$ cat config.mk
export PLATFORM = sky130hd
export DESIGN_NAME = seecp_top
export DESIGN_NICKNAME = d
export VERILOG_FILES = /design/src/seecp_pkg.sv /design/src/seecp_prog_if.sv /design/src/seecp_prog_timer.sv /design/src/seecp_top.sv
export VERILOG_INCLUDE_DIRS = /design/src /design/src/src
export SDC_FILE = /design/constraint.sdc
export NUM_CORES = 1
export LEC_CHECK = 0
export BUFFER_PORTS_ARGS = -buffer_cell sky130_fd_sc_hd__buf_2
export CAP_MARGIN = 20
export CORE_UTILIZATION = 60
export DETAILED_ROUTE_END_ITERATION = 8
export PLACE_DENSITY = 0.8
export SETUP_SLACK_MARGIN = 0.05
export SLEW_MARGIN = 20
export SYNTH_ARGS = -nofsm -noshare
export SYNTH_HDL_FRONTEND = slang
export SYNTH_SLANG_ARGS = --single-unit
$ cat constraint.sdc
create_clock -name i_ref_clk -period 5 [get_ports i_ref_clk]
set_clock_uncertainty 0.2 [all_clocks]
set_input_delay 1 -clock i_ref_clk [delete_from_list [all_inputs] [get_ports i_ref_clk]]
set_output_delay 1 -clock i_ref_clk [all_outputs]
set_load 0.05 [all_outputs]
$ cat src/seecp_params.svh
// seecp_params.svh: constants of the serial eeprom command port
// assumes nothing; included by the package user files by bare name
`ifndef SEECP_PARAMS_SVH
`define SEECP_PARAMS_SVH

// reference clock
`define SEECP_CLK_PERIOD_NS 20
// least chip-select low time before status is shown, and its cycle count
`define SEECP_TCSL_NS 250
`define SEECP_TCSL_CYC ((`SEECP_TCSL_NS + `SEECP_CLK_PERIOD_NS - 1) / `SEECP_CLK_PERIOD_NS)
// self-timed programming time, plain default, and its cycle count
`define SEECP_PROG_TIME_NS 5000000
`define SEECP_PROG_CYC (`SEECP_PROG_TIME_NS / `SEECP_CLK_PERIOD_NS)
// address bits in 8-bit organisation; 16-bit uses one fewer
`define SEECP_ADDR8_W 11
// word widths
`define SEECP_WIDE_BITS 16
`define SEECP_NARROW_BITS 8
// opcodes following the start bit
`define SEECP_OP_EXT 2'h0
`define SEECP_OP_WRITE 2'h1
`define SEECP_OP_READ 2'h2
`define SEECP_OP_ERASE 2'h3
// top two address bits under the extended opcode
`define SEECP_EXT_LOCK 2'h0
`define SEECP_EXT_WRALL 2'h1
`define SEECP_EXT_ERALL 2'h2
`define SEECP_EXT_UNLOCK 2'h3

`endif

$ cat src/seecp_pkg.sv
// seecp_pkg: types of the serial eeprom command port
// assumes seecp_params.svh holds all numeric constants
package seecp_pkg;
  // frame decoder states
  typedef enum logic [2:0] {
    ST_IDLE  = 3'h0,
    ST_OPC   = 3'h1,
    ST_ADDR  = 3'h2,
    ST_DATA  = 3'h3,
    ST_READ  = 3'h4,
    ST_ARMED = 3'h5,
    ST_SKIP  = 3'h6
  } seecp_state_t;
  // kind of self-timed programming cycle
  typedef enum logic [1:0] {
    PK_ERASE = 2'h0,
    PK_WRITE = 2'h1,
    PK_ERALL = 2'h2,
    PK_WRALL = 2'h3
  } seecp_pkind_t;
endpackage

$ cat src/seecp_prog_if.sv
// seecp_prog_if: link between the frame decoder and the programming timer
// assumes both ends run on the same reference clock
`timescale 1ns/100ps
interface seecp_prog_if;
  logic start;
  logic busy;
  logic done;
  modport ctrl (output start, input busy, input done);
  modport eng (input start, output busy, output done);
endinterface

$ cat src/seecp_prog_timer.sv
// seecp_prog_timer: self-timed programming cycle of the eeprom
// assumes a synchronous start pulse on the reference clock
`timescale 1ns/100ps
`include "seecp_params.svh"
module seecp_prog_timer #(
  parameter int unsigned PROG_CYC = `SEECP_PROG_CYC
) (
  // clock, reset, enable
  input wire logic i_ref_clk,
  input wire logic i_rst_n,
  input wire logic i_clk_en,
  // decoder side
  seecp_prog_if.eng bus
);
  import seecp_pkg::*;

  localparam int unsigned CW = $clog2(PROG_CYC + 1);

  // refuse a cycle count the counter cannot serve
  generate
    if (PROG_CYC < 1) begin : g_bad
      $error("seecp_prog_timer: PROG_CYC must be at least one");
    end
  endgenerate

  logic [CW-1:0] cnt_r;

  // once started, runs to the end whatever the select pin does
  always_ff @(posedge i_ref_clk or negedge i_rst_n) begin
    if (!i_rst_n) begin
      bus.busy <= 1'b0;
      bus.done <= 1'b0;
      cnt_r <= '0;
    end else if (i_clk_en) begin
      bus.done <= 1'b0;
      if (!bus.busy && bus.start) begin
        bus.busy <= 1'b1;
        cnt_r <= CW'(PROG_CYC - 1);
      end else if (bus.busy) begin
        if (cnt_r == '0) begin
          bus.busy <= 1'b0;
          bus.done <= 1'b1;
        end else begin
          cnt_r <= cnt_r - 1'b1;
        end
      end
    end
  end
endmodule

$ cat src/seecp_top.sv
// seecp_top: command front end of a three-wire serial eeprom
// assumes select, serial clock, data-in and the width and permit straps arrive asynchronously, i_fixed_supply static
// and that the word array answers i_mem_rdata one clock after o_mem_addr
//
// Overview of operation
// - word width is 16 bits with organisation pin high, 8 bits when low.
// - instruction, address and write data are sampled on serial clock rise.
// - data-out floats except for read data and ready/busy reporting.
// - status drives data-out low while programming, high when ready.
// - data-out floats on every falling edge of chip select.
// - start bit is first clock rise with select and data-in both high.
// - nothing is read, written, erased or unlocked before a start bit.
// - raising chip select leaves the standby state.
// - an instruction runs only once all its bits have been clocked in.
// - read drives one zero bit right after the last address bit.
// - after power-up erase and write are locked until unlocked.
// - a low program-permit pin blocks every array change.
// - single-word erase sets every bit of the word to one.
// - low-voltage parts start at select fall, fixed-supply at last clock.
// - after at least 250 ns select low, status shows during programming.
// - start bit then select low clears status after the cycle ends.
// - whole-array erase sets all bits to one in the same timed cycle.
// - whole-array erase completes with no further serial clocks.
// - opcodes 10 read, 01 write, 11 erase, 00 extended by top address bits.
// - unlock holds until a lock instruction or power removal.
// - reads run whether locked or unlocked.
// - select low resets decoding, a running program cycle completes.
// - with select held high a read continues at following addresses.
`timescale 1ns/100ps
`include "seecp_params.svh"
module seecp_top #(
  parameter int unsigned ADDR_W = `SEECP_ADDR8_W,
  parameter int unsigned PROG_CYC = `SEECP_PROG_CYC
) (
  // clock, reset, enable
  input wire logic i_ref_clk,
  input wire logic i_reset_n,
  input wire logic i_clk_en,
  // serial pins from the host
  input wire logic i_cs,
  input wire logic i_sclk,
  input wire logic i_di,
  // serial data out, enable low while driving
  output logic o_do,
  output logic o_do_oe_n,
  // straps and variant selection
  input wire logic i_word_width_select,
  input wire logic i_program_permit_pin,
  input wire logic i_fixed_supply,
  // word array port
  output logic [ADDR_W-1:0] o_mem_addr,
  input wire logic [15:0] i_mem_rdata,
  output logic [15:0] o_mem_wdata,
  output logic o_mem_wr,
  output logic o_mem_all,
  // status
  output logic o_busy,
  output logic o_unlocked,
  output logic o_standby
);
  import seecp_pkg::*;

  localparam int unsigned TCSL_CYC = `SEECP_TCSL_CYC;

  // refuse address widths the bit counter cannot serve
  generate
    if (ADDR_W < 4 || ADDR_W > 16) begin : g_bad
      $error("seecp_top: ADDR_W must lie between 4 and 16");
    end
  endgenerate

  // address bits minus one for the organisation
  function automatic logic [4:0] addr_last(input logic wide);
    return wide ? 5'(ADDR_W - 2) : 5'(ADDR_W - 1);
  endfunction

  // data bits minus one for the organisation
  function automatic logic [4:0] data_last(input logic wide);
    return wide ? 5'(`SEECP_WIDE_BITS - 1) : 5'(`SEECP_NARROW_BITS - 1);
  endfunction

  seecp_prog_if pif ();

  logic [1:0] rst_s_r;
  logic rst_n;
  logic [4:0] sync1_r;
  logic [4:0] sync2_r;
  logic ck_d_r;
  logic cs_d_r;
  logic cs;
  logic ck;
  logic di;
  logic wide;
  logic permit_pin;
  logic ck_rise;
  logic cs_fall;
  logic cs_rise;
  seecp_state_t state_r;
  logic [4:0] cnt_r;
  logic [1:0] op_r;
  logic [ADDR_W-1:0] addr_sh_r;
  logic [15:0] dat_sh_r;
  logic start_seen_r;
  seecp_pkind_t kind_r;
  logic unlocked_r;
  logic [15:0] rd_sh_r;
  logic rd_load_r;
  logic rd_cap_r;
  logic [3:0] csl_cnt_r;
  logic stat_pend_r;
  logic stat_on_r;
  logic last_bit;
  logic [ADDR_W-1:0] a_next;
  logic [15:0] d_next;
  logic [1:0] ext;
  logic ev_unlock;
  logic ev_lock;
  logic ev_read;
  logic ev_data;
  logic ev_prog;
  logic permit;
  seecp_pkind_t prog_kind;

  // reset release through two flip-flops
  always_ff @(posedge i_ref_clk or negedge i_reset_n) begin
    if (!i_reset_n) begin
      rst_s_r <= 2'h0;
    end else if (i_clk_en) begin
      rst_s_r <= {rst_s_r[0], 1'b1};
    end
  end
  assign rst_n = rst_s_r[1];

  // two-stage synchronisers for every pin but i_fixed_supply, then edge history
  always_ff @(posedge i_ref_clk or negedge rst_n) begin
    if (!rst_n) begin
      sync1_r <= 5'h00;
      sync2_r <= 5'h00;
      ck_d_r <= 1'b0;
      cs_d_r <= 1'b0;
    end else if (i_clk_en) begin
      sync1_r <= {i_cs, i_sclk, i_di, i_word_width_select, i_program_permit_pin};
      sync2_r <= sync1_r;
      ck_d_r <= sync2_r[3];
      cs_d_r <= sync2_r[4];
    end
  end

  // synchronised pin levels and edges
  assign cs = sync2_r[4];
  assign ck = sync2_r[3];
  assign di = sync2_r[2];
  assign wide = sync2_r[1];
  assign permit_pin = sync2_r[0];
  assign ck_rise = ck & ~ck_d_r & cs;
  assign cs_fall = ~cs & cs_d_r;
  assign cs_rise = cs & ~cs_d_r;

  // instruction decode at the final bit of the address and data fields
  always_comb begin
    last_bit = ck_rise && (cnt_r == 5'h00);
    a_next = {addr_sh_r[ADDR_W-2:0], di};
    d_next = {dat_sh_r[14:0], di};
    ext = wide ? a_next[ADDR_W-2 -: 2] : a_next[ADDR_W-1 -: 2];
    ev_unlock = 1'b0;
    ev_lock = 1'b0;
    ev_read = 1'b0;
    ev_data = 1'b0;
    ev_prog = 1'b0;
    prog_kind = kind_r;
    if (last_bit && state_r == ST_ADDR) begin
      unique case (op_r)
        `SEECP_OP_READ: ev_read = 1'b1;
        `SEECP_OP_WRITE: ev_data = 1'b1;
        `SEECP_OP_ERASE: begin
          ev_prog = 1'b1;
          prog_kind = PK_ERASE;
        end
        `SEECP_OP_EXT: begin
          unique case (ext)
            `SEECP_EXT_UNLOCK: ev_unlock = 1'b1;
            `SEECP_EXT_LOCK: ev_lock = 1'b1;
            `SEECP_EXT_WRALL: ev_data = 1'b1;
            `SEECP_EXT_ERALL: begin
              ev_prog = 1'b1;
              prog_kind = PK_ERALL;
            end
          endcase
        end
      endcase
    end else if (last_bit && state_r == ST_DATA) begin
      ev_prog = 1'b1;
    end
  end

  // programming needs the unlock, the permit pin and an idle timer
  assign permit = unlocked_r & permit_pin & ~pif.busy;

  // frame decoder; select low clears it at once
  always_ff @(posedge i_ref_clk or negedge rst_n) begin
    if (!rst_n) begin
      state_r <= ST_IDLE;
      cnt_r <= 5'h00;
      op_r <= 2'h0;
      addr_sh_r <= '0;
      dat_sh_r <= 16'h0000;
      start_seen_r <= 1'b0;
      kind_r <= PK_ERASE;
    end else if (i_clk_en) begin
      if (!cs) begin
        state_r <= ST_IDLE;
        start_seen_r <= 1'b0;
      end else if (ck_rise) begin
        unique case (state_r)
          ST_IDLE: begin
            if (di) begin
              state_r <= ST_OPC;
              cnt_r <= 5'h01;
              start_seen_r <= 1'b1;
              addr_sh_r <= '0;
            end
          end
          ST_OPC: begin
            op_r <= {op_r[0], di};
            if (cnt_r == 5'h00) begin
              state_r <= ST_ADDR;
              cnt_r <= addr_last(wide);
            end else begin
              cnt_r <= cnt_r - 5'h01;
            end
          end
          ST_ADDR: begin
            addr_sh_r <= a_next;
            if (ev_read) begin
              state_r <= ST_READ;
              cnt_r <= data_last(wide);
            end else if (ev_data) begin
              state_r <= ST_DATA;
              cnt_r <= data_last(wide);
              kind_r <= (op_r == `SEECP_OP_WRITE) ? PK_WRITE : PK_WRALL;
            end else if (ev_prog) begin
              kind_r <= prog_kind;
              state_r <= (permit && !i_fixed_supply) ? ST_ARMED : ST_SKIP;
            end else if (last_bit) begin
              state_r <= ST_SKIP;
            end else begin
              cnt_r <= cnt_r - 5'h01;
            end
          end
          ST_DATA: begin
            dat_sh_r <= d_next;
            if (ev_prog) begin
              state_r <= (permit && !i_fixed_supply) ? ST_ARMED : ST_SKIP;
            end else begin
              cnt_r <= cnt_r - 5'h01;
            end
          end
          ST_READ: begin
            cnt_r <= (cnt_r == 5'h00) ? data_last(wide) : cnt_r - 5'h01;
          end
          ST_ARMED, ST_SKIP: begin
            state_r <= state_r; // clocks are ignored until select falls
          end
          default: state_r <= ST_IDLE;
        endcase
      end
    end
  end

  // erase/write lock, locked from reset
  always_ff @(posedge i_ref_clk or negedge rst_n) begin
    if (!rst_n) begin
      unlocked_r <= 1'b0;
    end else if (i_clk_en) begin
      if (ev_unlock) begin
        unlocked_r <= 1'b1;
      end else if (ev_lock) begin
        unlocked_r <= 1'b0;
      end
    end
  end

  // launch of the self-timed cycle
  always_ff @(posedge i_ref_clk or negedge rst_n) begin
    if (!rst_n) begin
      pif.start <= 1'b0;
    end else if (i_clk_en) begin
      pif.start <= (ev_prog && permit && i_fixed_supply)
        || (state_r == ST_ARMED && cs_fall && !pif.busy);
    end
  end

  // array address, write data and the strobe at the end of the cycle
  always_ff @(posedge i_ref_clk or negedge rst_n) begin
    if (!rst_n) begin
      o_mem_addr <= '0;
      o_mem_wdata <= 16'h0000;
      o_mem_wr <= 1'b0;
      o_mem_all <= 1'b0;
    end else if (i_clk_en) begin
      o_mem_wr <= pif.done;
      if (ev_read || (ev_data && !pif.busy)) begin
        o_mem_addr <= a_next;
      end else if (ev_prog && permit && state_r == ST_ADDR) begin
        o_mem_addr <= a_next;
      end else if (state_r == ST_READ && last_bit) begin
        o_mem_addr <= o_mem_addr + 1'b1;
      end
      if (ev_prog && permit) begin
        o_mem_all <= (prog_kind == PK_ERALL) || (prog_kind == PK_WRALL);
        if (prog_kind == PK_ERASE || prog_kind == PK_ERALL) begin
          o_mem_wdata <= wide ? 16'hFFFF : 16'h00FF;
        end else begin
          o_mem_wdata <= wide ? d_next : {8'h00, d_next[7:0]};
        end
      end
    end
  end

  // read word fetch, two cycles after the address moves
  always_ff @(posedge i_ref_clk or negedge rst_n) begin
    if (!rst_n) begin
      rd_load_r <= 1'b0;
      rd_cap_r <= 1'b0;
      rd_sh_r <= 16'h0000;
    end else if (i_clk_en) begin
      rd_load_r <= ev_read || (state_r == ST_READ && last_bit && cs);
      rd_cap_r <= rd_load_r;
      if (rd_cap_r) begin
        rd_sh_r <= wide ? i_mem_rdata : {i_mem_rdata[7:0], 8'h00};
      end else if (state_r == ST_READ && ck_rise) begin
        rd_sh_r <= {rd_sh_r[14:0], 1'b0};
      end
    end
  end

  // ready/busy status: armed by a launch, shown after a long enough low
  always_ff @(posedge i_ref_clk or negedge rst_n) begin
    if (!rst_n) begin
      csl_cnt_r <= 4'h0;
      stat_pend_r <= 1'b0;
      stat_on_r <= 1'b0;
    end else if (i_clk_en) begin
      if (cs) begin
        csl_cnt_r <= 4'h0;
      end else if (csl_cnt_r != 4'hF) begin
        csl_cnt_r <= csl_cnt_r + 4'h1;
      end
      if (pif.start) begin
        stat_pend_r <= 1'b1; // set wins over the clear
      end else if (cs_fall && start_seen_r && !pif.busy) begin
        stat_pend_r <= 1'b0;
      end
      if (!cs) begin
        stat_on_r <= 1'b0;
      end else if (cs_rise) begin
        stat_on_r <= stat_pend_r && (32'(csl_cnt_r) >= TCSL_CYC);
      end
    end
  end

  // data-out driver
  always_ff @(posedge i_ref_clk or negedge rst_n) begin
    if (!rst_n) begin
      o_do <= 1'b1;
      o_do_oe_n <= 1'b1;
    end else if (i_clk_en) begin
      if (!cs) begin
        o_do_oe_n <= 1'b1;
      end else if (ev_read) begin
        o_do <= 1'b0;
        o_do_oe_n <= 1'b0;
      end else if (state_r == ST_READ) begin
        if (ck_rise) begin
          o_do <= rd_sh_r[15];
        end
      end else if (stat_on_r) begin
        o_do <= ~pif.busy;
        o_do_oe_n <= 1'b0;
      end else begin
        o_do_oe_n <= 1'b1;
      end
    end
  end

  // status copies
  always_ff @(posedge i_ref_clk or negedge rst_n) begin
    if (!rst_n) begin
      o_busy <= 1'b0;
      o_unlocked <= 1'b0;
      o_standby <= 1'b1;
    end else if (i_clk_en) begin
      o_busy <= pif.busy;
      o_unlocked <= unlocked_r;
      o_standby <= ~cs & ~pif.busy;
    end
  end

  seecp_prog_timer #(
    .PROG_CYC(PROG_CYC)
  ) u_timer (
    .i_ref_clk(i_ref_clk),
    .i_rst_n(rst_n),
    .i_clk_en(i_clk_en),
    .bus(pif.eng)
  );
endmodule

# --- Yosys cells after proc, flatten, opt, wreduce, memory -nomap -nowiden ---
# Cells that the tools add are included.
totals:
  reg_bits: 132
  out_inout_bits: 34
  wordCells: 222
classes:
  addsub: 4
  order_cmp: 1
  n_eq_ne: 31
  muxes: 84
  n_bitwise: 12
  reduce_logical: 58
op_table:
  columns: ["operator", "n"]
  rows:
  - ["$mux 16", 6]
  - ["$mux 18", 3]
  - ["$mux 5", 8]
  - ["$mux 1", 37]
  - ["$mux 11", 3]
  - ["$mux 3", 9]
  - ["$pmux 5 s5", 1]
  - ["$pmux 10 s2", 1]
  - ["$logic_not 18->1", 1]
  - ["$sub 18x1->18 const B", 1]
  - ["$logic_and 1x1->1", 17]
  - ["$mux 2", 8]
  - ["$reduce_and 2->1", 8]
  - ["$reduce_and 4->1", 4]
  - ["$ne 3x3->1 const B", 5]
  - ["$pmux 3 s5", 1]
  - ["$reduce_bool 2->1", 7]
  - ["$eq 2x2->1 const B", 6]
  - ["$mux 4", 3]
  - ["$ne 4x4->1 const B", 3]
  - ["$add 11x1->11 const B", 1]
  - ["$mux 10", 1]
  - ["$eq 3x3->1 const B", 3]
  - ["$ne 2x1->1 const B", 4]
  - ["25 further kinds", 49]

# --- Logic depth before layout (Yosys ltp) ---
# Gate-level depths: netlist of the first run.
depth:
  depth_word: 13
  ltp_mapped: 9

# --- Cells and area by module ---
# A second synthesis of the first run with hierarchy kept.
hier_totals:
  hier_cells: 693
  area_unflattened_um2: 6991.7
by_module_without_submodules:
  columns: ["module", "n_inst", "cells_per_inst", "area_each_um2"]
  rows:
  - ["seecp_top", 1, 573, 5851.9]
  - ["seecp_prog_timer", 1, 120, 1139.8]

# --- Least setup slack after synthesis of the first run ---
# No wires, ideal clock.
synth_path:
  path_kind: "reg-to-reg"
  startpoint: "register rst_s_r[1] (netlist name)"
  endpoint: "register rst_s_r[1]"
  setup_ps: 86
  arrival_ps: 3606
  setup_slack_ps: 1108
  stages_incl_launch_ff: 2
  n_path_buf: 0
  synth_period_minus_slack_ps: 3892
  path_cell_list: "dfrtp_1 mux2_2"
synth_lines:
  columns: ["item", "line", "text"]
  rows:
  - ["end signal, assigned", "seecp_top.sv:129", "rst_s_r <= {rst_s_r[0], 1'b1};"]
  - ["end, declared", "seecp_top.sv:84", "logic [1:0] rst_s_r;"]

# --- Final worst setup path of the first run ---
layout_path:
  startpoint: "register cnt_r[0]"
  endpoint: "register o_mem_wdata[14]"
layout_via:
  elab_chain_len: 7
  elab_cells_between_ends: 13
layout_rtl:
  columns: ["item", "line", "text"]
  rows:
  - ["start, declared", "seecp_top.sv:99", "logic [4:0] cnt_r;"]
  - ["start signal, assigned", "seecp_top.sv:227", "cnt_r <= addr_last(wide);"]
  - ["start signal, assigned", "seecp_top.sv:229", "cnt_r <= cnt_r - 5'h01;"]
  - ["start signal, assigned", "seecp_top.sv:236", "cnt_r <= data_last(wide);"]
  - ["$logic_not 5->1 *", "seecp_top.sv:161", "last_bit = ck_rise && (cnt_r == 5'h00);"]
  - ["$logic_and 1x1->1 *", "seecp_top.sv:161", null]
  - ["$logic_and 1x1->1 (on tied branches)", "seecp_top.sv:171, seecp_top.sv:191", null]
  - ["$mux 2 or $mux 1 (tied branches)", "seecp_top.sv:171, seecp_top.sv:191", null]
  - ["$eq 2x2->1, or another cell as far along", "seecp_top.sv:311", "if (prog_kind == PK_ERASE || prog_kind == PK_ERALL) begin"]
  - ["$logic_or 1x1->1 or $logic_and 1x1->1 (tied branches)", "seecp_top.sv:311, seecp_top.sv:309", null]
  - ["$mux 16 or $reduce_and 2->1 (tied branches)", null, null]
  - ["end signal, assigned", "seecp_top.sv:312", "o_mem_wdata <= wide ? 16'hFFFF : 16'h00FF;"]
  - ["end signal, assigned", "seecp_top.sv:314", "o_mem_wdata <= wide ? d_next : {8'h00, d_next[7:0]};"]
  - ["end, declared", "seecp_top.sv:53", "output logic [15:0] o_mem_wdata,"]
# Every way passes the cells marked *; elsewhere a longest branch is shown, timed or not.
# A chain may end at the register's enable or synchronous reset.

==> summary.txt, run 1 <==
Slew HR: 34.02%
Yosys reg bits: 132
Fin. Hold Viols: 0
Crit path DAT: 3.22 ns
Initial DRC Count: 465
Initial antenna violation count: 0
Ratio of cells with drive above 1 in the final layout: 20.79%
CP Capture Type: flip-flop
Area of the mapped netlist: 6942 um^2
Slew Viols, Final: 0
# clock sinks: 132
Main synth FF type: dfrtp_1
Initial Utilization: 62.66%
Max-Cap Viols: 0
Unrepaired setup endpoints after global routing: false
DR vias/cell: 6.342
Routed WL: 15.98 mm
Clk_lat worst skew: 0.42 ns
DIE AREA: 12000 um^2
Ys async rst share: 100.0%
Post-CTS setup buffers: 0
Pwr/cell area: 385.0 nW/um^2
Syn Nets: 734
Setup Viol. Count Final: 0
Global-route wire length before repair: 26.85 mm
Largest net degree at the start of global routing: 81
DRC viols: 0
Synth warnings: 0
Post-DP HPWL: 10.60 mm
Drt pass-1 iters: 5
Yosys cell types: 84
WP data required: 5.13 ns
Avg WL per Cell: 17.85 um
Die height: 109.6 um
P&R area growth vs syn: 13.39%
Nets: 778
Root Driver: clkbuf_16
Startpoint Class: flip-flop
TritonCTS clock tree: done
Layout Utilization: 71.05%
Setup_tns: 0 ns
Worst-path fanout max: 22
Port bufs: 58
Post-CTS Resized: 0
List of most frequent post-synthesis cells: dfrtp_1, nand2_1, o21ai_0, nor2_1, a21oi_1
Vias in the first global route: 5516
Top Ports: 59
Routability cong.: 0.9428
Num CTS Buffers: 17
Core Footprint: 11080 um^2
Overall Global Routing Usage: 29.25%
Deepest clock path buffer count: 2
Dominant cells by area after synthesis: dfrtp_1, mux2_2, o21ai_0, nand2_1, a21oi_1
# rows: 38
EDFF count, synth: 0
Total gr overflow: 0
FILL cells: 798
Seq/Total Area, Yosys: 47.64%
Final min period: 3.096 ns
Diode count: 0
Worst hold path class: input pin to async pin
Yosys top cell by area: dfrtp_1
Via Count: 5676
Worst-Margin Slew: 0.9897 ns
Status: completed
Top-count cell post-synth: dfrtp_1
Cells after Synth: 699
Yosys top cell area share: 46.50%
Hold buffer count at cts: 0
Setup Crit Path Kind: flip-flop to flip-flop
H-tree level count: 4
Tcrit/Tclk final: 61.91%
Clock transition at path regs: 0.06 ns
Die X: 109.6 um
FMAX: 323.0 MHz
Antenna viol nets, final: 0
VDD IR max: 0.4396 mV
Leakage: 0.003593 uW
Avg Cell Area, Syn: 9.931 um^2
-- logic make-up (layout without fill, tap and decap cells) --
kind of cell    after synthesis  count (layout)  synth area share [%]
mux                          50              50                 7.841
simple gates                242             242                 19.32
fa+ha+maj                    10              10                 1.802
compound gates              178             178                 17.27
flops                       132             132                 47.64
xor+xnor                     15              15                 1.892
buf+inv                      72             128                 4.236
-- sequential cells by signal (all words and copies together) (netlist names), 3 cells and up --
signal and flops:
u_timer.cnt_r 18, o_mem_wdata 16, rd_sh_r 16, dat_sh_r 15, o_mem_addr 11, addr_sh_r 10
cnt_r 5, sync1_r 5, sync2_r 5, csl_cnt_r 4, state_r 3
-- report_power, final --
part	switching (uW)	internal, uW
clock	464	757
combinational	329	209
sequential	103	1170
total	895	2140
-- cell usage in the layout (no fill, tap or decap), types with 5 or more instances in the layout --
cell type,count
nor3_1,19
a21oi_1,41
nor4_1,7
o211ai_1,13
ha_1,10
o31ai_1,7
nor3b_1,5
buf_2,58
and3_1,10
a22o_1,11
dfrtp_1,128
nand2b_1,7
nand3_1,21
clkbuf_16,17
xor2_1,10
xnor2_1,5
nor2b_1,10
mux2_2,35
mux2i_1,15
o21ai_0,48
nand4b_1,5
inv_1,33
a2111oi_0,5
a31oi_1,5
nand4_1,11
nor2_1,44
nand2_1,62
buf_4,5
-- final cells by class --
type                    instances  area [um^2]  area share [%]
well taps                     140        175.2           2.225
flip-flops and latches        132         3311           42.06
inverters                      33        123.9           1.574
repair buffers                 64        339.1           4.308
multi-input cells             495         3341           42.44
clock buffers                  19        452.9           5.754
clock inverters                12        128.9           1.637
-- worst max-delay path, cell delays in order (launching register included) --
cell and delay (ns):
dfrtp_1 0.39, inv_1 0.12, ha_1 0.24, nor4b_4 0.65, nand3_1 0.35, a211oi_4 0.56
buf_6 0.27, o211ai_1 0.11, o21ai_0 0.12
-- per-layer routing --
metal	part of all wire [%]	up-vias	global-route usage, %	wire (um)
met5	0	-	0	0
met2	48	220	46.72	7708
li1	-	2662	-	-
met1	44	2770	39.24	7099
met3	5.8	24	6.758	926
met4	1.5	0	10.48	243
-- through the flow --
stage / hold slack, ns / total power, uW / cell area (um^2) / worst slack (ns) / instances
after floorplan: 0.2305 / 1684 / 6942 / 0.8391 / 699
after global placement: 0.2448 / 1789 / 7278 / 1.732 / 863
after detailed placement: 0.2575 / 1811 / 7278 / 1.541 / 863
after CTS: 0.1543 / 3035 / 7860 / 1.575 / 894
after global routing: 0.1514 / 3168 / 7871 / 1.627 / 895
final: 0.1668 / 3030 / 7871 / 1.904 / 895
-- path summary, 6_finish.rpt --
check	startpoint	to	slack, ns	depth (start not counted)
max	cnt_r[0]	o_mem_wdata[14]	1.90	8
min	i_reset_n	rst_s_r[1]	0.17	1
max reg2reg	cnt_r[0]	o_mem_wdata[14]	1.90	8
min reg2reg	rd_sh_r[2]	rd_sh_r[2]	0.27	2
max in group asynchronous	rst_s_r[1]	o_mem_addr[5]	3.02	1
min in group i_ref_clk	rd_sh_r[2]	rd_sh_r[2]	0.27	2
Power figures use the tool's default switching activity.
==> run 2: changes to the inputs <==
--- a/config.mk
+++ b/config.mk
@@ -6,11 +6,12 @@
 export SDC_FILE = /design/constraint.sdc
 export NUM_CORES = 1
 export LEC_CHECK = 0
+export ABC_AREA = 1
 export BUFFER_PORTS_ARGS = -buffer_cell sky130_fd_sc_hd__buf_2
 export CAP_MARGIN = 20
-export CORE_UTILIZATION = 60
+export CORE_UTILIZATION = 54
 export DETAILED_ROUTE_END_ITERATION = 8
-export PLACE_DENSITY = 0.8
+export PLACE_DENSITY = 0.76
 export SETUP_SLACK_MARGIN = 0.05
 export SLEW_MARGIN = 20
 export SYNTH_ARGS = -nofsm -noshare
==> constraint.sdc (replaced) <==
create_clock -name i_ref_clk -period 2.75 [get_ports i_ref_clk]
set_clock_uncertainty 0.2 [all_clocks]
set_input_delay 0.55 -clock i_ref_clk [delete_from_list [all_inputs] [get_ports i_ref_clk]]
set_output_delay 0.55 -clock i_ref_clk [all_outputs]
set_load 0.05 [all_outputs]
==> run 2 against run 1 <==
Cell area up 0.25%. Utilization down 6.2 points. Critical path depth up 2. Via count up 1.6%. Wire length down 8.9%. Fmax up 25%. Critical endpoint is now o_mem_wdata[15]. Area after synthesis down 1.7%. Power up 100%. Sequential power up 100%.
==> summary.txt, run 2 <==
Num CTS Buffers: 17 (unchanged)
Final min period: 2.480 ns (was 3.096 ns)
Most frequent cells in the layout: nand2_1, dfrtp_1, inv_1 (was dfrtp_1, nand2_1, buf_2)
Overall Global Routing Usage: 24.85% (was 29.25%)
Die height: 114.4 um (was 109.6 um)
Routed WL: 14.56 mm (was 15.98 mm)
Reg-to-reg slack, setup: 0.27 ns (was 1.90 ns)
Dominant cells by area after synthesis: dfrtp_1, nand2_1, o21ai_0, inv_1, nor2_1 (was dfrtp_1, mux2_2, o21ai_0, nand2_1, a21oi_1)
Diode count: 0 (unchanged)
Nets: 958 (was 778)
Initial antenna violation count: 0 (unchanged)
CP Capture Type: flip-flop (unchanged)
Setup_tns: 0 ns (unchanged)
Worst-Margin Slew: 0.7689 ns (was 0.9897 ns)
Top Ports: 59 (unchanged)
Max reg flops: 18 (unchanged)
Via Count: 5764 (was 5676)
Avg Cell Area, Syn: 7.983 um^2 (was 9.931 um^2)
Largest regs: u_timer.cnt_r: 18 flops, o_mem_wdata: 16 flops, rd_sh_r: 16 flops (unchanged)
Deepest clock path buffer count: 2 (unchanged)
Core Footprint: 12160 um^2 (was 11080 um^2)
Main synth FF type: dfrtp_1 (unchanged)
Root Driver: clkbuf_16 (unchanged)
Worst-path fanout max: 18 (was 22)
Largest Register: u_timer.cnt_r (unchanged)
Ratio of cells with drive above 1 in the final layout: 15.49% (was 20.79%)
FMAX: 403.2 MHz (was 323.0 MHz)
H-tree level count: 4 (unchanged)
Setup Crit Path Kind: flip-flop to flip-flop (unchanged)
EDFF count, synth: 0 (unchanged)
Total gr overflow: 0 (unchanged)
Slew Viols, Final: 0 (unchanged)
Slowest stage delay, CP: 0.37 ns (was 0.65 ns)
Initial Utilization: 56.12% (was 62.66%)
Clk_lat worst skew: 0.42 ns (about the same)
Yosys cell types: 43 (was 84)
List of most frequent post-synthesis cells: nand2_1, dfrtp_1, inv_1, o21ai_0, nor2_1 (was dfrtp_1, nand2_1, o21ai_0, nor2_1, a21oi_1)
WP data required: 2.87 ns (was 5.13 ns)
Global-route wire length before repair: 25.36 mm (was 26.85 mm)
DRC viols: 0 (unchanged)
Min Hold Slack: 0.1236 ns (was 0.1668 ns)
RR Startpoint: cnt_r[0] (unchanged)
Post-DP HPWL: 10.27 mm (was 10.60 mm)
Yosys reg bits: 132 (unchanged)
Worst hold start: i_word_width_select
Fin. Hold Viols: 0 (unchanged)
Yosys top cell by area: dfrtp_1 (unchanged)
Largest net degree at the start of global routing: 59 (was 81)
Status: completed (unchanged)
DR vias/cell: 5.221 (was 6.342)
CP Cell Sequence: inv_1 -> ha_1 -> nand3_4 -> nor3_2 -> nand2_1 -> inv_2 -> nand3_2 -> inv_4 -> nand2_2 -> o21ai_0 (was inv_1 -> ha_1 -> nor4b_4 -> nand3_1 -> a211oi_4 -> buf_6 -> o211ai_1 -> o21ai_0)
Tcrit/Tclk final: 90.18% (was 61.91%)
Area of the mapped netlist: 6825 um^2 (was 6942 um^2)
# rows: 40 (was 38)
CP startpoint: cnt_r[0] (unchanged)
Unrepaired setup endpoints after global routing: false (unchanged)
Synth warnings: 0 (unchanged)
CP top delay family: simple AND/OR/NAND/NOR gates (unchanged)
Die X: 114.4 um (was 109.6 um)
Antenna viol nets, final: 0 (unchanged)
Routability cong.: 0.9026 (was 0.9428)
Max-Cap Viols: 0 (unchanged)
PnR worst setup slack: 0.2701 ns (was 1.904 ns)
Crit path DAT: 2.60 ns (was 3.22 ns)
Initial DRC Count: 525 (was 465)
Setup Viol. Count Final: 0 (unchanged)
# clock sinks: 132 (unchanged)
Slew HR: 48.61% (was 34.02%)
Pwr/cell area: 767.5 nW/um^2 (was 385.0 nW/um^2)
VDD IR max: 0.8287 mV (was 0.4396 mV)
Vias in the first global route: 5436 (was 5516)
Clock transition at path regs: 0.06 ns (about the same)
Syn Nets: 890 (was 734)
Pre-CTS setup slack: 0.3198 ns (was 1.541 ns)
Drt pass-1 iters: 5 (unchanged)
Most common cell after layout, fill and taps aside: nand2_1 (was dfrtp_1)
Worst path slowest cell: dfrtp_1 (was nor4b_4)
Worst Path Buf+Inv: 3 (was 2)
P&R area growth vs syn: 15.62% (was 13.39%)
Startpoint Class: flip-flop (unchanged)
Top-count cell post-synth: nand2_1 (was dfrtp_1)
Yosys top cell area share: 47.30% (was 46.50%)
Post-CTS setup buffers: 0 (unchanged)
TritonCTS clock tree: done (unchanged)
Avg WL per Cell: 13.19 um (was 17.85 um)
Leakage: 0.004002 uW (was 0.003593 uW)
DIE AREA: 13090 um^2 (was 12000 um^2)
Cells after Synth: 855 (was 699)
FILL cells: 1062 (was 798)
Worst hold path class: input pin to flip-flop (was input pin to async pin)
Ys async rst share: 100.0% (unchanged)
Seq/Total Area, Yosys: 48.45% (was 47.64%)
Overall power: 6057 uW (was 3030 uW)
Port bufs: 58 (unchanged)
==> run 2: worst min-delay path, stage by stage <==
cell	delay, ns
buf_2	0.07
nand2_1	0.04
nand2_1	0.05
==> run 2: report_power, final <==
part,internal [uW],switching (uW)
combinational,478,902
clock,1310,824
sequential,2290,247
total,4080,1970
==> run 2: cell families (layout without fill, tap and decap cells) <==
family,after synthesis,count (layout),share of synthesized area [%]
fa+ha+maj,10,10,1.833
compound gates,158,158,12.52
simple gates,403,403,26.21
mux,5,5,0.8249
xor+xnor,17,17,2.182
buf+inv,130,211,7.974
flops,132,132,48.45
==> run 2: cell type report <==
| class | instances | area, um^2 | share of cell area (%) |
|---|---|---|---|
| clock inverters | 10 | 98.84 | 1.253 |
| clock buffers | 22 | 474.2 | 6.009 |
| multi-input cells | 593 | 2974 | 37.69 |
| repair buffers | 74 | 425.4 | 5.391 |
| inverters | 105 | 396.6 | 5.026 |
| well taps | 168 | 210.2 | 2.664 |
| flip-flops and latches | 132 | 3312 | 41.97 |
==> run 2: metal layers <==
layer / vias up / global-route usage, % / wire length [um]
met5: - / 0 / 0
met2: 138 / 38.63 / 6620
met3: 21 / 5.241 / 627
met4: 0 / 9.870 / 255
met1: 2684 / 34.18 / 7057
li1: 2921 / - / -
==> run 2: path summary, 6_finish.rpt <==
| kind | cells past startpoint | endpoint |
|---|---|---|
| max in group asynchronous | 1 | o_do |
| worst min register to register | 0 | o_unlocked |
| worst min-delay path | 3 | sync1_r[1] |
| min in group asynchronous | 0 | o_unlocked |
| worst max register to register | 10 | o_mem_wdata[15] |
| worst max-delay path | 10 | o_mem_wdata[15] |
==> run 2: metrics by stage <==
stage | cells | cell area [um^2] | util (%)
after floorplan | 855 | 6827 | -
after global placement | 1071 | 7306 | 60.07
after detailed placement | 1071 | 7306 | 60.07
after CTS | 1104 | 7889 | 64.87
after global routing | 1104 | 7891 | 64.89
final | 1104 | 7891 | 64.89
==> run 2: repair_timing <==
item	4_1_cts	5_1_grt
hold buffers	1	0
hold endpoints to repair	2	0
endpoints found under the setup margin	0	2
resized for setup	0	2
==> run 3: changes to the inputs <==
--- a/config.mk
+++ b/config.mk
@@ -12,6 +12,7 @@
 export CORE_UTILIZATION = 54
 export DETAILED_ROUTE_END_ITERATION = 8
 export PLACE_DENSITY = 0.76
+export REMOVE_ABC_BUFFERS = 1
 export SETUP_SLACK_MARGIN = 0.05
 export SLEW_MARGIN = 20
 export SYNTH_ARGS = -nofsm -noshare
==> run 3 against run 2 <==
Utilization shrank 0.17 points. Fmax grew 1.5%. Wire length grew 1.6%. Cell area shrank 0.27%. Largest cell class unchanged. Highest routed layer unchanged.
==> summary.txt, run 3 (same netlist as run 2, synthesis figures left out) <==
Max reg flops: 18 (unchanged)
Largest Register: u_timer.cnt_r (unchanged)
Initial Utilization: 56.12% (unchanged)
CP Capture Type: flip-flop (unchanged)
Max-Cap Viols: 0 (unchanged)
Initial antenna violation count: 0 (unchanged)
Setup Crit Path Kind: flip-flop to flip-flop (unchanged)
Worst Path Buf+Inv: 3 (unchanged)
Diode count: 0 (unchanged)
Slowest stage delay, CP: 0.33 ns (was 0.37 ns)
Antenna viol nets, final: 0 (unchanged)
Hold buffer count at cts: 1 (unchanged)
Most common cell after layout, fill and taps aside: nand2_1 (unchanged)
Crit path DAT: 2.55 ns (was 2.60 ns)
Slew Viols, Final: 0 (unchanged)
Port bufs: 58 (unchanged)
Slew HR: 50.95% (was 48.61%)
FMAX: 409.2 MHz (was 403.2 MHz)
Leakage: 0.004014 uW (was 0.004002 uW)
CP top delay family: simple AND/OR/NAND/NOR gates (unchanged)
CP Cell Sequence: buf_4 -> inv_2 -> nand2_1 -> nand2_1 -> nand3_1 -> nand2_1 -> nand2_4 -> nand2_8 -> nand2_4 -> nand3_2 -> nand2_4 -> clkinv_1 -> nand2_1 -> nand2_1 (was inv_1 -> ha_1 -> nand3_4 -> nor3_2 -> nand2_1 -> inv_2 -> nand3_2 -> inv_4 -> nand2_2 -> o21ai_0)
H-tree level count: 4 (unchanged)
Ratio of cells with drive above 1 in the final layout: 15.10% (was 15.49%)
Setup Viol. Count Final: 0 (unchanged)
Worst-path fanout max: 17 (was 18)
Post-CTS Resized: 0 (unchanged)
Tcrit/Tclk final: 88.87% (was 90.18%)
Drt pass-1 iters: 5 (unchanged)
Crit path depth: 14 (was 10)
Worst-Margin Slew: 0.7339 ns (was 0.7689 ns)
PnR worst setup slack: 0.3062 ns (was 0.2701 ns)
Routed WL: 14.80 mm (was 14.56 mm)
VDD IR max: 0.5826 mV (was 0.8287 mV)
Die X: 114.4 um (unchanged)
Largest net degree at the start of global routing: 50 (was 59)
Overall power: 6060 uW (was 6057 uW)
Unrepaired setup endpoints after global routing: false (unchanged)
TritonCTS clock tree: done (unchanged)
Placed Cells: 1070 (was 1071)
Deepest clock path buffer count: 2 (unchanged)
Post-CTS setup buffers: 0 (unchanged)
Avg WL per Cell: 13.43 um (was 13.19 um)
RR Startpoint: sync2_r[1] (was cnt_r[0])
Root Driver: clkbuf_16 (unchanged)
Final min period: 2.444 ns (was 2.480 ns)
Post-DP HPWL: 10.43 mm (was 10.27 mm)
Fin cells: 1102 (was 1104)
DR vias/cell: 5.255 (was 5.221)
Most frequent cells in the layout: nand2_1, dfrtp_1, inv_1 (unchanged)
Status: completed (unchanged)
Clk_lat worst skew: 0.42 ns (about the same)
Reg-to-reg slack, setup: 0.31 ns (was 0.27 ns)
# clock sinks: 132 (unchanged)
Setup_tns: 0 ns (unchanged)
Nets: 957 (was 958)
Via Count: 5791 (was 5764)
Die height: 114.4 um (unchanged)
Total gr overflow: 0 (unchanged)
Initial DRC Count: 391 (was 525)
Worst path slowest cell: dfrtp_1 (unchanged)
FILL cells: 1037 (was 1062)
Final instance area: 7870 um^2 (was 7891 um^2)
Clock transition at path regs: 0.06 ns (about the same)
DIE AREA: 13090 um^2 (unchanged)
Fin. Hold Viols: 0 (unchanged)
Global-route wire length before repair: 25.43 mm (was 25.36 mm)
Cell Area, Placed: 7298 um^2 (was 7306 um^2)
Multi-input gate area: 2974 um^2 (unchanged)
Num CTS Buffers: 17 (unchanged)
Register area: 3311 um^2 (was 3312 um^2)
Vias in the first global route: 5385 (was 5436)
WP data required: 2.86 ns (was 2.87 ns)
Overall Global Routing Usage: 24.97% (was 24.85%)
CP startpoint: sync2_r[1] (was cnt_r[0])
Top Ports: 59 (unchanged)
Worst-case reg-to-reg path depth: 14 (was 10)
Cell mode on critical path: nand2_1
Pwr/cell area: 770.1 nW/um^2 (was 767.5 nW/um^2)
Startpoint Class: flip-flop (unchanged)
# rows: 40 (unchanged)
Routability cong.: 0.8802 (was 0.9026)
DRC viols: 0 (unchanged)
P&R area growth vs syn: 15.31% (was 15.62%)
Core Footprint: 12160 um^2 (unchanged)
Worst hold path class: flip-flop to async pin (was input pin to flip-flop)
Pre-CTS setup slack: 0.2840 ns (was 0.3198 ns)
Largest regs: u_timer.cnt_r: 18 flops, o_mem_wdata: 16 flops, rd_sh_r: 16 flops (unchanged)
run 3: cell count changes in the layout (fill, tap and decap cells not counted), moves of 2 or more:
cell	previous run	this run
clkinvlp_4	5	0
clkinv_2	1	4
clkinv_4	2	0
clkbuf_8	3	8
run 3: per-stage QoR:
step	hold slack [ns]	util [%]
4_1_cts	0.07852	64.71
3_5_place_dp	0.07435	60.01
2_1_floorplan	0.05441	-
3_3_place_gp	0.07374	60.01
6_report	0.06561	64.71
5_1_grt	0.1107	64.71
run 3: cell type report:
cell class	count	share of cell area, %
Multi-Input combinational cell	593	37.79
Sequential cell	132	42.07
Tap cell	168	2.671
Timing Repair Buffer	73	5.310
Clock inverter	3	0.1908
Clock buffer	28	6.948
Inverter	105	5.024
run 3: worst reg2reg max path, stage by stage (launching register included):
cell	delay, ns
dfrtp_1	0.33
buf_4	0.21
inv_2	0.16
nand2_1	0.09
nand2_1	0.09
nand3_1	0.11
nand2_1	0.09
nand2_4	0.14
nand2_8	0.08
nand2_4	0.14
nand3_2	0.10
nand2_4	0.17
clkinv_1	0.23
nand2_1	0.14
nand2_1	0.05
run 3: worst paths after layout:
path / to
worst max-delay path: o_mem_addr[7]
worst min-delay path: sync1_r[3]
worst max register to register: o_mem_addr[7]
worst min register to register: sync1_r[3]
max in group asynchronous: o_do
min in group i_ref_clk: sync1_r[3]
run 3: per-layer routing:
| layer | share of wire [%] | global-route usage, % | wire length (um) | vias to the layer above |
|---|---|---|---|---|
| met4 | 1.5 | 8.918 | 223 | 0 |
| met3 | 4.3 | 5.135 | 633 | 20 |
| met5 | 0 | 0 | 0 | - |
| li1 | - | - | - | 2913 |
| met2 | 46 | 38.46 | 6822 | 134 |
| met1 | 48 | 35.19 | 7116 | 2724 |
run 3: power breakdown:
part / switching, uW / internal, uW
Clock: 792 / 1330
Combinational: 922 / 470
Sequential: 251 / 2290
